<file path="src/ufb_pkg.sv">
// Purpose: constants for the serial port frame and baud block
// Assumes: 8-bit register port, 3-bit word address
// Notes:   addresses, field positions and reset values

package ufb_pkg;

    // ------------------------------------------------
    // Register addresses
    // ------------------------------------------------
    localparam logic [2:0] ADDR_DATA = 3'h0;
    localparam logic [2:0] ADDR_STAT_A = 3'h1;
    localparam logic [2:0] ADDR_CTRL_B = 3'h2;
    localparam logic [2:0] ADDR_SHARED = 3'h3;
    localparam logic [2:0] ADDR_DIV_LOW = 3'h4;
    localparam logic [2:0] ADDR_INT_STAT = 3'h5;
    localparam logic [2:0] ADDR_INT_MASK = 3'h6;

    // ------------------------------------------------
    // Field positions
    // ------------------------------------------------
    localparam int SEL_BIT = 7;
    localparam int FRM_MODE = 6;
    localparam int FRM_PAR_EN = 5;
    localparam int FRM_PAR_ODD = 4;
    localparam int FRM_STOP2 = 3;
    localparam int FRM_POL = 0;
    localparam int STA_RX_FULL = 7;
    localparam int STA_TX_EMPTY = 5;
    localparam int STA_FE = 4;
    localparam int STA_PE = 2;
    localparam int STA_DBL = 1;
    localparam int CTL_RXEN = 4;
    localparam int CTL_TXEN = 3;
    localparam int CTL_CSZ2 = 2;
    localparam int CTL_RXB8 = 1;
    localparam int CTL_TXB8 = 0;
    localparam int EV_RXC = 0;
    localparam int EV_TXC = 1;
    localparam int EV_PE = 2;
    localparam int EV_FE = 3;

    // ------------------------------------------------
    // Reset values and timing
    // ------------------------------------------------
    localparam logic [6:0] FRAME_RST = 7'h06;
    localparam int OVS_NORMAL = 16;
    localparam int OVS_DOUBLE = 8;
    localparam logic [3:0] OVS_NORMAL_M1 = 4'(OVS_NORMAL - 1);
    localparam logic [3:0] OVS_DOUBLE_M1 = 4'(OVS_DOUBLE - 1);

    // Receiver states
    typedef enum logic [0:0] {
        RX_IDLE = 1'b0,
        RX_BUSY = 1'b1
    } ufb_rx_e;

    // Character size code to data bit count
    function automatic logic [3:0] ufb_char_len(input logic [2:0] code);
        unique case (code)
            3'h0: ufb_char_len = 4'h5;
            3'h1: ufb_char_len = 4'h6;
            3'h2: ufb_char_len = 4'h7;
            3'h7: ufb_char_len = 4'h9;
            default: ufb_char_len = 4'h8; // Reserved codes act as 8
        endcase
    endfunction : ufb_char_len

endpackage : ufb_pkg

</file>
<file path="src/ufb_usart.sv">
// Purpose: serial port with frame format and baud divisor setup
// Assumes: one 250 MHz clock, inputs synchronous to it
// Notes:   sync mode makes the serial clock (master only)
//
// What this block does
// - Shared location writes the frame register when bit 7 is one.
// - Reading the frame register returns one in bit 7.
// - Bit 7 zero writes divisor high; divisor high reads bit 7 zero.
// - Mode bit 0 asynchronous, 1 synchronous.
// - Parity field: 00 off, 01 reserved, 10 even, 11 odd.
// - Transmitter appends computed parity bit to each frame.
// - Receiver checks parity and sets parity error flag on mismatch.
// - Stop select gives one or two transmitted stops; receiver ignores it.
// - Three-bit character size code: 5,6,7,8 or 9 bits.
// - Sync polarity picks clock edges for data change and sample.
// - Twelve-bit divisor split across high nibble and low byte.
// - Writing divisor low reloads the prescaler at once.
// - Double speed bit makes asynchronous bit eight ticks not sixteen.
// - Unused upper data bits ignored on send, zero on receive.

`timescale 1ns/1ns
`default_nettype none

module ufb_usart
    import ufb_pkg::*;
(
    // Clock and reset
    input wire logic i_sys_clk,
    input wire logic i_reset,
    // Register port
    input wire logic [2:0] i_addr,
    input wire logic [7:0] i_wdata,
    input wire logic i_wr,
    input wire logic i_rd,
    output logic [7:0] o_rdata,
    // Serial lines
    input wire logic i_rxd,
    output logic o_txd,
    output logic o_serial_clock_line,
    output logic o_serial_clock_line_oe,
    // Interrupt
    output logic o_irq
);

    // ------------------------------------------------
    // State
    // ------------------------------------------------
    typedef struct packed {
        logic [6:0] frame;
        logic [11:0] div;
        logic [11:0] pre;
        logic rxen;
        logic txen;
        logic csz2;
        logic txb8;
        logic dbl;
        logic [8:0] thr;
        logic thr_full;
        logic tx_busy;
        logic [12:0] tx_sh;
        logic [3:0] tx_left;
        logic [3:0] tx_cnt;
        logic txd;
        ufb_rx_e rx_st;
        logic [12:0] rx_bits;
        logic [3:0] rx_idx;
        logic [3:0] rx_cnt;
        logic [8:0] rx_data;
        logic rx_full;
        logic pe;
        logic fe;
        logic ph;
        logic sclk;
        logic sclk_oe;
        logic [3:0] ists;
        logic [3:0] imask;
        logic irq;
        logic rd_sh;
        logic [7:0] rdata;
    } ufb_state_s;

    ufb_state_s s_ff;
    ufb_state_s nxt_s;

    // ------------------------------------------------
    // Next state
    // ------------------------------------------------
    logic wr_data;
    logic wr_stat;
    logic wr_ctrl;
    logic wr_shared;
    logic wr_low;
    logic wr_ists;
    logic wr_imask;
    logic rd_hit;
    logic is_sync;
    logic par_en;
    logic par_odd;
    logic tick;
    logic drive_edge;
    logic sample_edge;
    logic tx_step;
    logic rx_smp;
    logic txc_ev;
    logic rxc_ev;
    logic pe_ev;
    logic fe_ev;
    logic pbit;
    logic [3:0] ovs_m1;
    logic [3:0] rx_pt;
    logic [3:0] n_bits;
    logic [3:0] fr_len;
    logic [3:0] rx_last;
    logic [8:0] dmask;
    logic [8:0] rdat;
    logic [12:0] frm;
    logic [12:0] rxf;
    logic [3:0] ev;

    // Whole block in one combinational pass
    always_comb begin
        nxt_s = s_ff;
        wr_data = i_wr && (i_addr == ADDR_DATA);
        wr_stat = i_wr && (i_addr == ADDR_STAT_A);
        wr_ctrl = i_wr && (i_addr == ADDR_CTRL_B);
        wr_shared = i_wr && (i_addr == ADDR_SHARED);
        wr_low = i_wr && (i_addr == ADDR_DIV_LOW);
        wr_ists = i_wr && (i_addr == ADDR_INT_STAT);
        wr_imask = i_wr && (i_addr == ADDR_INT_MASK);
        rd_hit = i_rd && (i_addr == ADDR_SHARED);
        is_sync = s_ff.frame[FRM_MODE];
        par_en = s_ff.frame[FRM_PAR_EN];
        par_odd = s_ff.frame[FRM_PAR_ODD];
        tick = 1'b0;
        tx_step = 1'b0;
        rx_smp = 1'b0;
        txc_ev = 1'b0;
        rxc_ev = 1'b0;
        pe_ev = 1'b0;
        fe_ev = 1'b0;
        pbit = 1'b0;
        rdat = '0;
        rxf = '0;

        // Character size from both halves of the code
        n_bits = ufb_char_len({s_ff.csz2, s_ff.frame[2:1]});
        dmask = 9'h1FF >> (4'h9 - n_bits);
        // Double speed halves the ticks per bit
        ovs_m1 = s_ff.dbl ? OVS_DOUBLE_M1 : OVS_NORMAL_M1;
        rx_pt = (s_ff.rx_idx == 4'h0) ? (ovs_m1 >> 1) : ovs_m1;
        fr_len = 4'h2 + n_bits + {3'h0, par_en} + {3'h0, s_ff.frame[FRM_STOP2]};
        rx_last = 4'h1 + n_bits + {3'h0, par_en};

        // ------------------------------------------------
        // Baud prescaler
        // ------------------------------------------------
        // Tick at clock over divisor plus one
        if (wr_low) begin
            nxt_s.div[7:0] = i_wdata;
            nxt_s.pre = {s_ff.div[11:8], i_wdata};
        end else if (s_ff.pre == 12'h000) begin
            tick = 1'b1;
            nxt_s.pre = s_ff.div;
        end else begin
            nxt_s.pre = s_ff.pre - 12'h001;
        end

        // Sync clock: one tick per half period
        if (tick) begin
            nxt_s.ph = ~s_ff.ph;
        end
        drive_edge = tick && !s_ff.ph;
        sample_edge = tick && s_ff.ph;
        // Polarity flips which edge drives data
        nxt_s.sclk = is_sync && (nxt_s.ph ^ s_ff.frame[FRM_POL]);
        nxt_s.sclk_oe = is_sync;

        // ------------------------------------------------
        // Transmitter
        // ------------------------------------------------
        // Async bit timer runs free so starts align to it
        if (tick) begin
            nxt_s.tx_cnt = (s_ff.tx_cnt == ovs_m1) ? 4'h0 : s_ff.tx_cnt + 4'h1;
        end
        tx_step = is_sync ? drive_edge : (tick && (s_ff.tx_cnt == ovs_m1));

        // Frame image, start bit first, stops as ones
        frm = '1;
        frm[0] = 1'b0;
        for (int i = 0; i < 9; i++) begin
            if (4'(i) < n_bits) begin
                frm[i + 1] = s_ff.thr[i];
            end
        end
        if (par_en) begin
            frm[4'h1 + n_bits] = ^(s_ff.thr & dmask) ^ par_odd;
        end

        if (tx_step) begin
            if (s_ff.tx_left != 4'h0) begin
                nxt_s.txd = s_ff.tx_sh[0];
                nxt_s.tx_sh = s_ff.tx_sh >> 1;
                nxt_s.tx_left = s_ff.tx_left - 4'h1;
            end else if (s_ff.thr_full && s_ff.txen) begin
                nxt_s.txd = frm[0];
                nxt_s.tx_sh = frm >> 1;
                nxt_s.tx_left = fr_len - 4'h1;
                nxt_s.tx_busy = 1'b1;
                nxt_s.thr_full = 1'b0;
            end else begin
                // Last stop bit has run its full time
                txc_ev = s_ff.tx_busy;
                nxt_s.tx_busy = 1'b0;
                nxt_s.txd = 1'b1;
            end
        end

        // Holding register; writes while full are dropped
        if (wr_data && !s_ff.thr_full) begin
            nxt_s.thr = {s_ff.txb8, i_wdata};
            nxt_s.thr_full = 1'b1;
        end

        // ------------------------------------------------
        // Receiver
        // ------------------------------------------------
        unique case (s_ff.rx_st)
            RX_IDLE: begin
                if (s_ff.rxen && !i_rxd && (is_sync ? sample_edge : tick)) begin
                    nxt_s.rx_st = RX_BUSY;
                    nxt_s.rx_cnt = 4'h0;
                    // Sync start bit is already sampled here
                    nxt_s.rx_idx = is_sync ? 4'h1 : 4'h0;
                    nxt_s.rx_bits = '0;
                end
            end
            RX_BUSY: begin
                if (is_sync) begin
                    rx_smp = sample_edge;
                end else if (tick) begin
                    if (s_ff.rx_cnt == rx_pt) begin
                        rx_smp = 1'b1;
                        nxt_s.rx_cnt = 4'h0;
                    end else begin
                        nxt_s.rx_cnt = s_ff.rx_cnt + 4'h1;
                    end
                end
            end
        endcase

        // One stop bit checked whatever the stop setting
        if (rx_smp) begin
            rxf = s_ff.rx_bits;
            rxf[s_ff.rx_idx] = i_rxd;
            nxt_s.rx_bits = rxf;
            nxt_s.rx_idx = s_ff.rx_idx + 4'h1;
            if (s_ff.rx_idx == 4'h0 && i_rxd) begin
                nxt_s.rx_st = RX_IDLE; // Glitch, not a start
            end else if (s_ff.rx_idx == rx_last) begin
                rdat = 9'(rxf >> 1) & dmask;
                pbit = rxf[4'h1 + n_bits];
                nxt_s.rx_st = RX_IDLE;
                nxt_s.rx_data = rdat;
                nxt_s.pe = par_en && ((^rdat ^ pbit) != par_odd);
                nxt_s.fe = !i_rxd;
                nxt_s.rx_full = 1'b1;
                rxc_ev = 1'b1;
                pe_ev = nxt_s.pe;
                fe_ev = !i_rxd;
            end
        end

        // Reading data empties the buffer; a frame landing now wins
        if (i_rd && (i_addr == ADDR_DATA) && !rxc_ev) begin
            nxt_s.rx_full = 1'b0;
        end
        // Disabling the receiver flushes it
        if (!s_ff.rxen) begin
            nxt_s.rx_st = RX_IDLE;
            nxt_s.rx_full = 1'b0;
            nxt_s.pe = 1'b0;
            nxt_s.fe = 1'b0;
        end

        // ------------------------------------------------
        // Register writes
        // ------------------------------------------------
        if (wr_stat) begin
            nxt_s.dbl = i_wdata[STA_DBL];
        end
        if (wr_ctrl) begin
            nxt_s.rxen = i_wdata[CTL_RXEN];
            nxt_s.txen = i_wdata[CTL_TXEN];
            nxt_s.csz2 = i_wdata[CTL_CSZ2];
            nxt_s.txb8 = i_wdata[CTL_TXB8];
        end
        // Select bit steers the shared location
        if (wr_shared) begin
            if (i_wdata[SEL_BIT]) begin
                nxt_s.frame = i_wdata[6:0];
            end else begin
                nxt_s.div[11:8] = i_wdata[3:0];
            end
        end
        if (wr_imask) begin
            nxt_s.imask = i_wdata[3:0];
        end

        // Sticky events; a set beats a same-cycle clear
        ev = '0;
        ev[EV_RXC] = rxc_ev;
        ev[EV_TXC] = txc_ev;
        ev[EV_PE] = pe_ev;
        ev[EV_FE] = fe_ev;
        nxt_s.ists = (s_ff.ists & ~(wr_ists ? i_wdata[3:0] : 4'h0)) | ev;
        nxt_s.irq = |(nxt_s.ists & nxt_s.imask);

        // ------------------------------------------------
        // Register reads
        // ------------------------------------------------
        // Back-to-back shared reads return the frame register
        nxt_s.rd_sh = rd_hit;
        nxt_s.rdata = 8'h00;
        if (i_rd) begin
            unique case (i_addr)
                ADDR_DATA: nxt_s.rdata = s_ff.rx_data[7:0];
                ADDR_STAT_A: begin
                    nxt_s.rdata[STA_RX_FULL] = s_ff.rx_full;
                    nxt_s.rdata[STA_TX_EMPTY] = !s_ff.thr_full;
                    nxt_s.rdata[STA_FE] = s_ff.fe;
                    nxt_s.rdata[STA_PE] = s_ff.pe;
                    nxt_s.rdata[STA_DBL] = s_ff.dbl;
                end
                ADDR_CTRL_B: begin
                    nxt_s.rdata[CTL_RXEN] = s_ff.rxen;
                    nxt_s.rdata[CTL_TXEN] = s_ff.txen;
                    nxt_s.rdata[CTL_CSZ2] = s_ff.csz2;
                    nxt_s.rdata[CTL_RXB8] = s_ff.rx_data[8];
                    nxt_s.rdata[CTL_TXB8] = s_ff.txb8;
                end
                ADDR_SHARED: begin
                    if (s_ff.rd_sh) begin
                        nxt_s.rdata = {1'b1, s_ff.frame};
                    end else begin
                        nxt_s.rdata = {4'h0, s_ff.div[11:8]};
                    end
                end
                ADDR_DIV_LOW: nxt_s.rdata = s_ff.div[7:0];
                ADDR_INT_STAT: nxt_s.rdata = {4'h0, s_ff.ists};
                ADDR_INT_MASK: nxt_s.rdata = {4'h0, s_ff.imask};
                default: nxt_s.rdata = 8'h00; // Unmapped
            endcase
        end
    end

    // ------------------------------------------------
    // State register
    // ------------------------------------------------
    // Reset gives 8-bit async frames, line idle high
    always_ff @(posedge i_sys_clk or posedge i_reset) begin
        if (i_reset) begin
            s_ff <= '0;
            s_ff.frame <= FRAME_RST;
            s_ff.txd <= 1'b1;
        end else begin
            s_ff <= nxt_s;
        end
    end

    // Outputs straight from the state flops
    assign o_rdata = s_ff.rdata;
    assign o_txd = s_ff.txd;
    assign o_serial_clock_line = s_ff.sclk;
    assign o_serial_clock_line_oe = s_ff.sclk_oe;
    assign o_irq = s_ff.irq;

endmodule : ufb_usart

`default_nettype wire

</file>
<file path="config.mk">
export PLATFORM = sky130hd
export DESIGN_NAME = ufb_usart
export DESIGN_NICKNAME = d
export VERILOG_FILES = /design/src/ufb_pkg.sv /design/src/ufb_usart.sv
export SDC_FILE = /design/constraint.sdc
export NUM_CORES = 1
export LEC_CHECK = 0
export BUFFER_PORTS_ARGS = -buffer_cell sky130_fd_sc_hd__buf_2
export CAP_MARGIN = 0
export CORE_AREA = 2 2 135 137
export CTS_CLUSTER_DIAMETER = 120
export DETAILED_ROUTE_END_ITERATION = 10
export DIE_AREA = 0 0 137 139
export PLACE_DENSITY_LB_ADDON = 0.12
export SYNTH_ARGS = -nofsm -noshare
export SYNTH_HDL_FRONTEND = slang
export SYNTH_SLANG_ARGS = --single-unit
export TNS_END_PERCENT = 20
</file>
<file path="constraint.sdc">
create_clock -name i_sys_clk -period 3.43 [get_ports i_sys_clk]
set_input_delay 0 -clock i_sys_clk [delete_from_list [all_inputs] [get_ports i_sys_clk]]
set_output_delay 0 -clock i_sys_clk [all_outputs]
set_load 0.05 [all_outputs]
</file>
==> results.ini <==
[power_and_ir_drop]
irDropWorstVdd_mv = 0.357
power_per_cell_area_nw_per_um2 = 660
p_leak_uw = 0.00367
p_total_uw = 5290

[timing]
hold_viol = 0
finalSetupViolCount = 0
fin_crit_ns = 3.15
worst_pin_slew_ns = 0.909
slew_violations = 0
post-route-period-util_pct = 92.0
skew_ns = 0.00675
relSlewSlack_pct = 39.2
setup_tns_ns = 0
fmax_ghz = 0.317
rsz0062_at_grt = no

[worst_setup_path]
endpoint = s_ff[22]$_DFFE_PP0P_
r2r_cells = 12
required_ns = 3.76
r2r-end = s_ff[22]$_DFFE_PP0P_
crit_start = s_ff[118]$_DFFE_PP1P_
end_kind = flip-flop
timing.rr.start = s_ff[118]$_DFFE_PP1P_
cp_slowest_stage_delay_ns = 0.64
crit_arrival_ns = 3.49
r2r_slack_ns = 0.28
cp_cell_sequence = nand3_1 > o21ai_1 > ha_1 > ha_1 > xnor2_1 > nor3_1 > a31oi_1 > nor3_1 > and3_1 > nand2_2 > or3_1 > o221ai_2
critPathSlowestCell = dfstp_2
start_kind = flip-flop
cp_max_fo = 11
crit_type = reg2reg

[finish]
fin_util_pct = 45.4
final_cells = 1012
final_nets = 809
drive_gt1_share_pct = 16.3
synthToLayoutAreaGrowth_pct = 16.6
antenna_cells = 0

[grt]
grt_max_degree = 58
grt_overflow = 0
antenna_found_initial = 0
grt.total_usage_pct = 20.6
grt_pass1_vias = 5381
grt_pass1_wl_um = 30300

[route]
wl_um = 18400
ant_nets = 0
firstDrtPassIters = 5
wl_per_cell_um = 18.2
drt_iter0_markers = 381
drc = 0
via_per_inst = 5.44
vias = 5504

[run]
cap_violations = 0

[clock_network]
clock_sinks = 121
clockBufferDepth = 2
clockRootBuffer = clkbuf_16
clk_latency_ns = 0.42
cts_tree = done
clk_pin_slew_worst_paths_ns = 0.06
numCtsBuffers = 17
cts_max_level = 4

[floorplanning]
die_h_um = 139
top_level_ports = 28
dieArea_sq_um = 19000
core_region_area_sq_um = 17700
die_w_um = 137
fp-row-count = 49
initial_core_util_pct = 39.0

[place]
port_buffers = 27
gp_congestion = 0.916
dp_hpwl_um = 13400
dpl.cell_count = 970

[synth]
synth_area_sq_um = 6880
synth_edf_count = 0
ys_types = 64
synth_fp_nets = 777
synth.area.top_cells = dfrtp_1 (43%), nand2_1 (6.2%), mux2_2 (5.2%)
async_flop_share_pct = 100
ys_dominant_reg_cell = dfrtp_1
yosysWarnings = 0
yosysTopAreaCell = dfrtp_1
ys_seq_elements = 121
ys_seq_area_share_pct = 44.1
synthCells = 738
yosysTopAreaCellShare_pct = 42.9
syn_area_per_cell_sq_um = 9.32

[hold_path]
hold_depth = 2
hold_start = i_rxd
hp-class = in2reg

[run_status]
status = finished clean

[state kept, by name, indices dropped and copies added (netlist names)]
register and count:
s_ff 106, o_rdata 8, is_sync 1, o_irq 1, o_serial_clock_line 1, o_serial_clock_line_oe 1, o_txd 1, par_en 1
par_odd 1
[worst max-delay path, delay by kind of cell (launching register included)]
| kind | cells | cell delay, ns |
|---|---|---|
| flip-flops | 1 | 0.64 |
| adder cells (fa/ha/maj) | 2 | 0.62 |
| AO/OA/AOI/OAI | 3 | 0.48 |
| AND/OR/NAND/NOR | 6 | 1.19 |
| XOR/XNOR | 1 | 0.14 |
[report_power, final]
group | switching [uW] | internal [uW]
combinational | 786 | 575
sequential | 244 | 1640
clock | 669 | 1380
[routing by layer]
metal  GRT usage (%)  wire length [um]  vias to the layer above
li1                -                 -                     2654
met1            29.6              8820                     2687
met2            31.0              8460                      138
met3            3.47               713                       25
met4            8.03               446                        0
met5               0                 0                        -
[per-stage QoR]
| step | hold slack (ns) | setup WS [ns] | instance area (sq um) |
|---|---|---|---|
| 5_1_grt | 0.0388 | 0.0383 | 8020 |
| 4_1_cts | 0.0132 | 0.204 | 8010 |
| 6_report | 0.0267 | 0.276 | 8020 |
| 3_3_place_gp | 0.174 | 0.310 | 7240 |
| 2_1_floorplan | 0.105 | 0.178 | 6880 |
| 3_5_place_dp | 0.176 | 0.243 | 7240 |
[logic make-up after synthesis]
logic type	synth area share [%]
and+or+nand+nor	19.5
AOI/OAI and AO/OA	14.1
DFF	44.1
buffers and inverters	4.42
muxes	8.62
xor gates and xnor gates	4.98
adders and majority gates	4.29
[placed cells by master, fill, tap and decap left out, types with 4 or more instances in the layout]
master         count
a32oi_1            4
bufinv_16          6
o21ai_0           51
buf_4             19
and3_1             8
buf_2             27
a21o_1             4
mux2_2            32
nand3b_1           9
ha_1              22
nand4b_1           4
nor2_1            56
mux2i_1           21
a211oi_1           5
nand2b_1           6
xor2_1            15
and2_1             8
dlygate4sd3_1     10
nand4_1            4
nand3_1           29
inv_1             24
nor3_1            11
o22ai_1            7
nand2_1          114
o31ai_1            8
o211ai_1           5
a31oi_1           11
clkbuf_16         17
clkinv_2           5
nor2b_1           10
xnor2_1           18
dfrtp_1          118
a21oi_1           35
[worst min path at each step]
stage,to
global placement,s_ff[101]$_DFF_PP0_
global route,s_ff[17]$_DFF_PP0_
finish,s_ff[17]$_DFF_PP0_
detailed placement,s_ff[101]$_DFF_PP0_
CTS,s_ff[17]$_DFF_PP0_
floorplan,s_ff[105]$_DFFE_PP0P_
[Yosys cell counts, types with 5 or more instances]
master,count
o21ai_0,51
nand3b_1,9
nand2_1,114
xnor2_1,19
nor3_1,11
nor2_1,56
nand2b_1,6
and2_1,8
a21oi_1,35
dfrtp_1,118
nand3_1,29
o211ai_1,5
a211oi_1,5
xor2_1,15
and3_1,8
buf_2,5
o31ai_1,8
mux2_2,32
mux2i_1,21
buf_4,9
a31oi_1,11
o22ai_1,7
clkbuf_1,27
inv_1,26
ha_1,22
nor2b_1,10
[layout make-up]
class	instances	area [sq um]
well taps	229	287
repair buffers	56	378
fillers	1722	9640
multi-input cells	547	3550
flip-flops and latches	121	3030
clock buffers	19	443
clock inverters	13	224
inverters	27	105
[what timing repair did]
item / CTS / global route
resized for setup: 0 / 2
buffers inserted: 0 / 0
setup endpoints to repair: 0 / 8
endpoints found under the hold margin: 83 / 0
hold buffers: 10 / 0
Note: power is estimated with default switching activity, not from simulation.
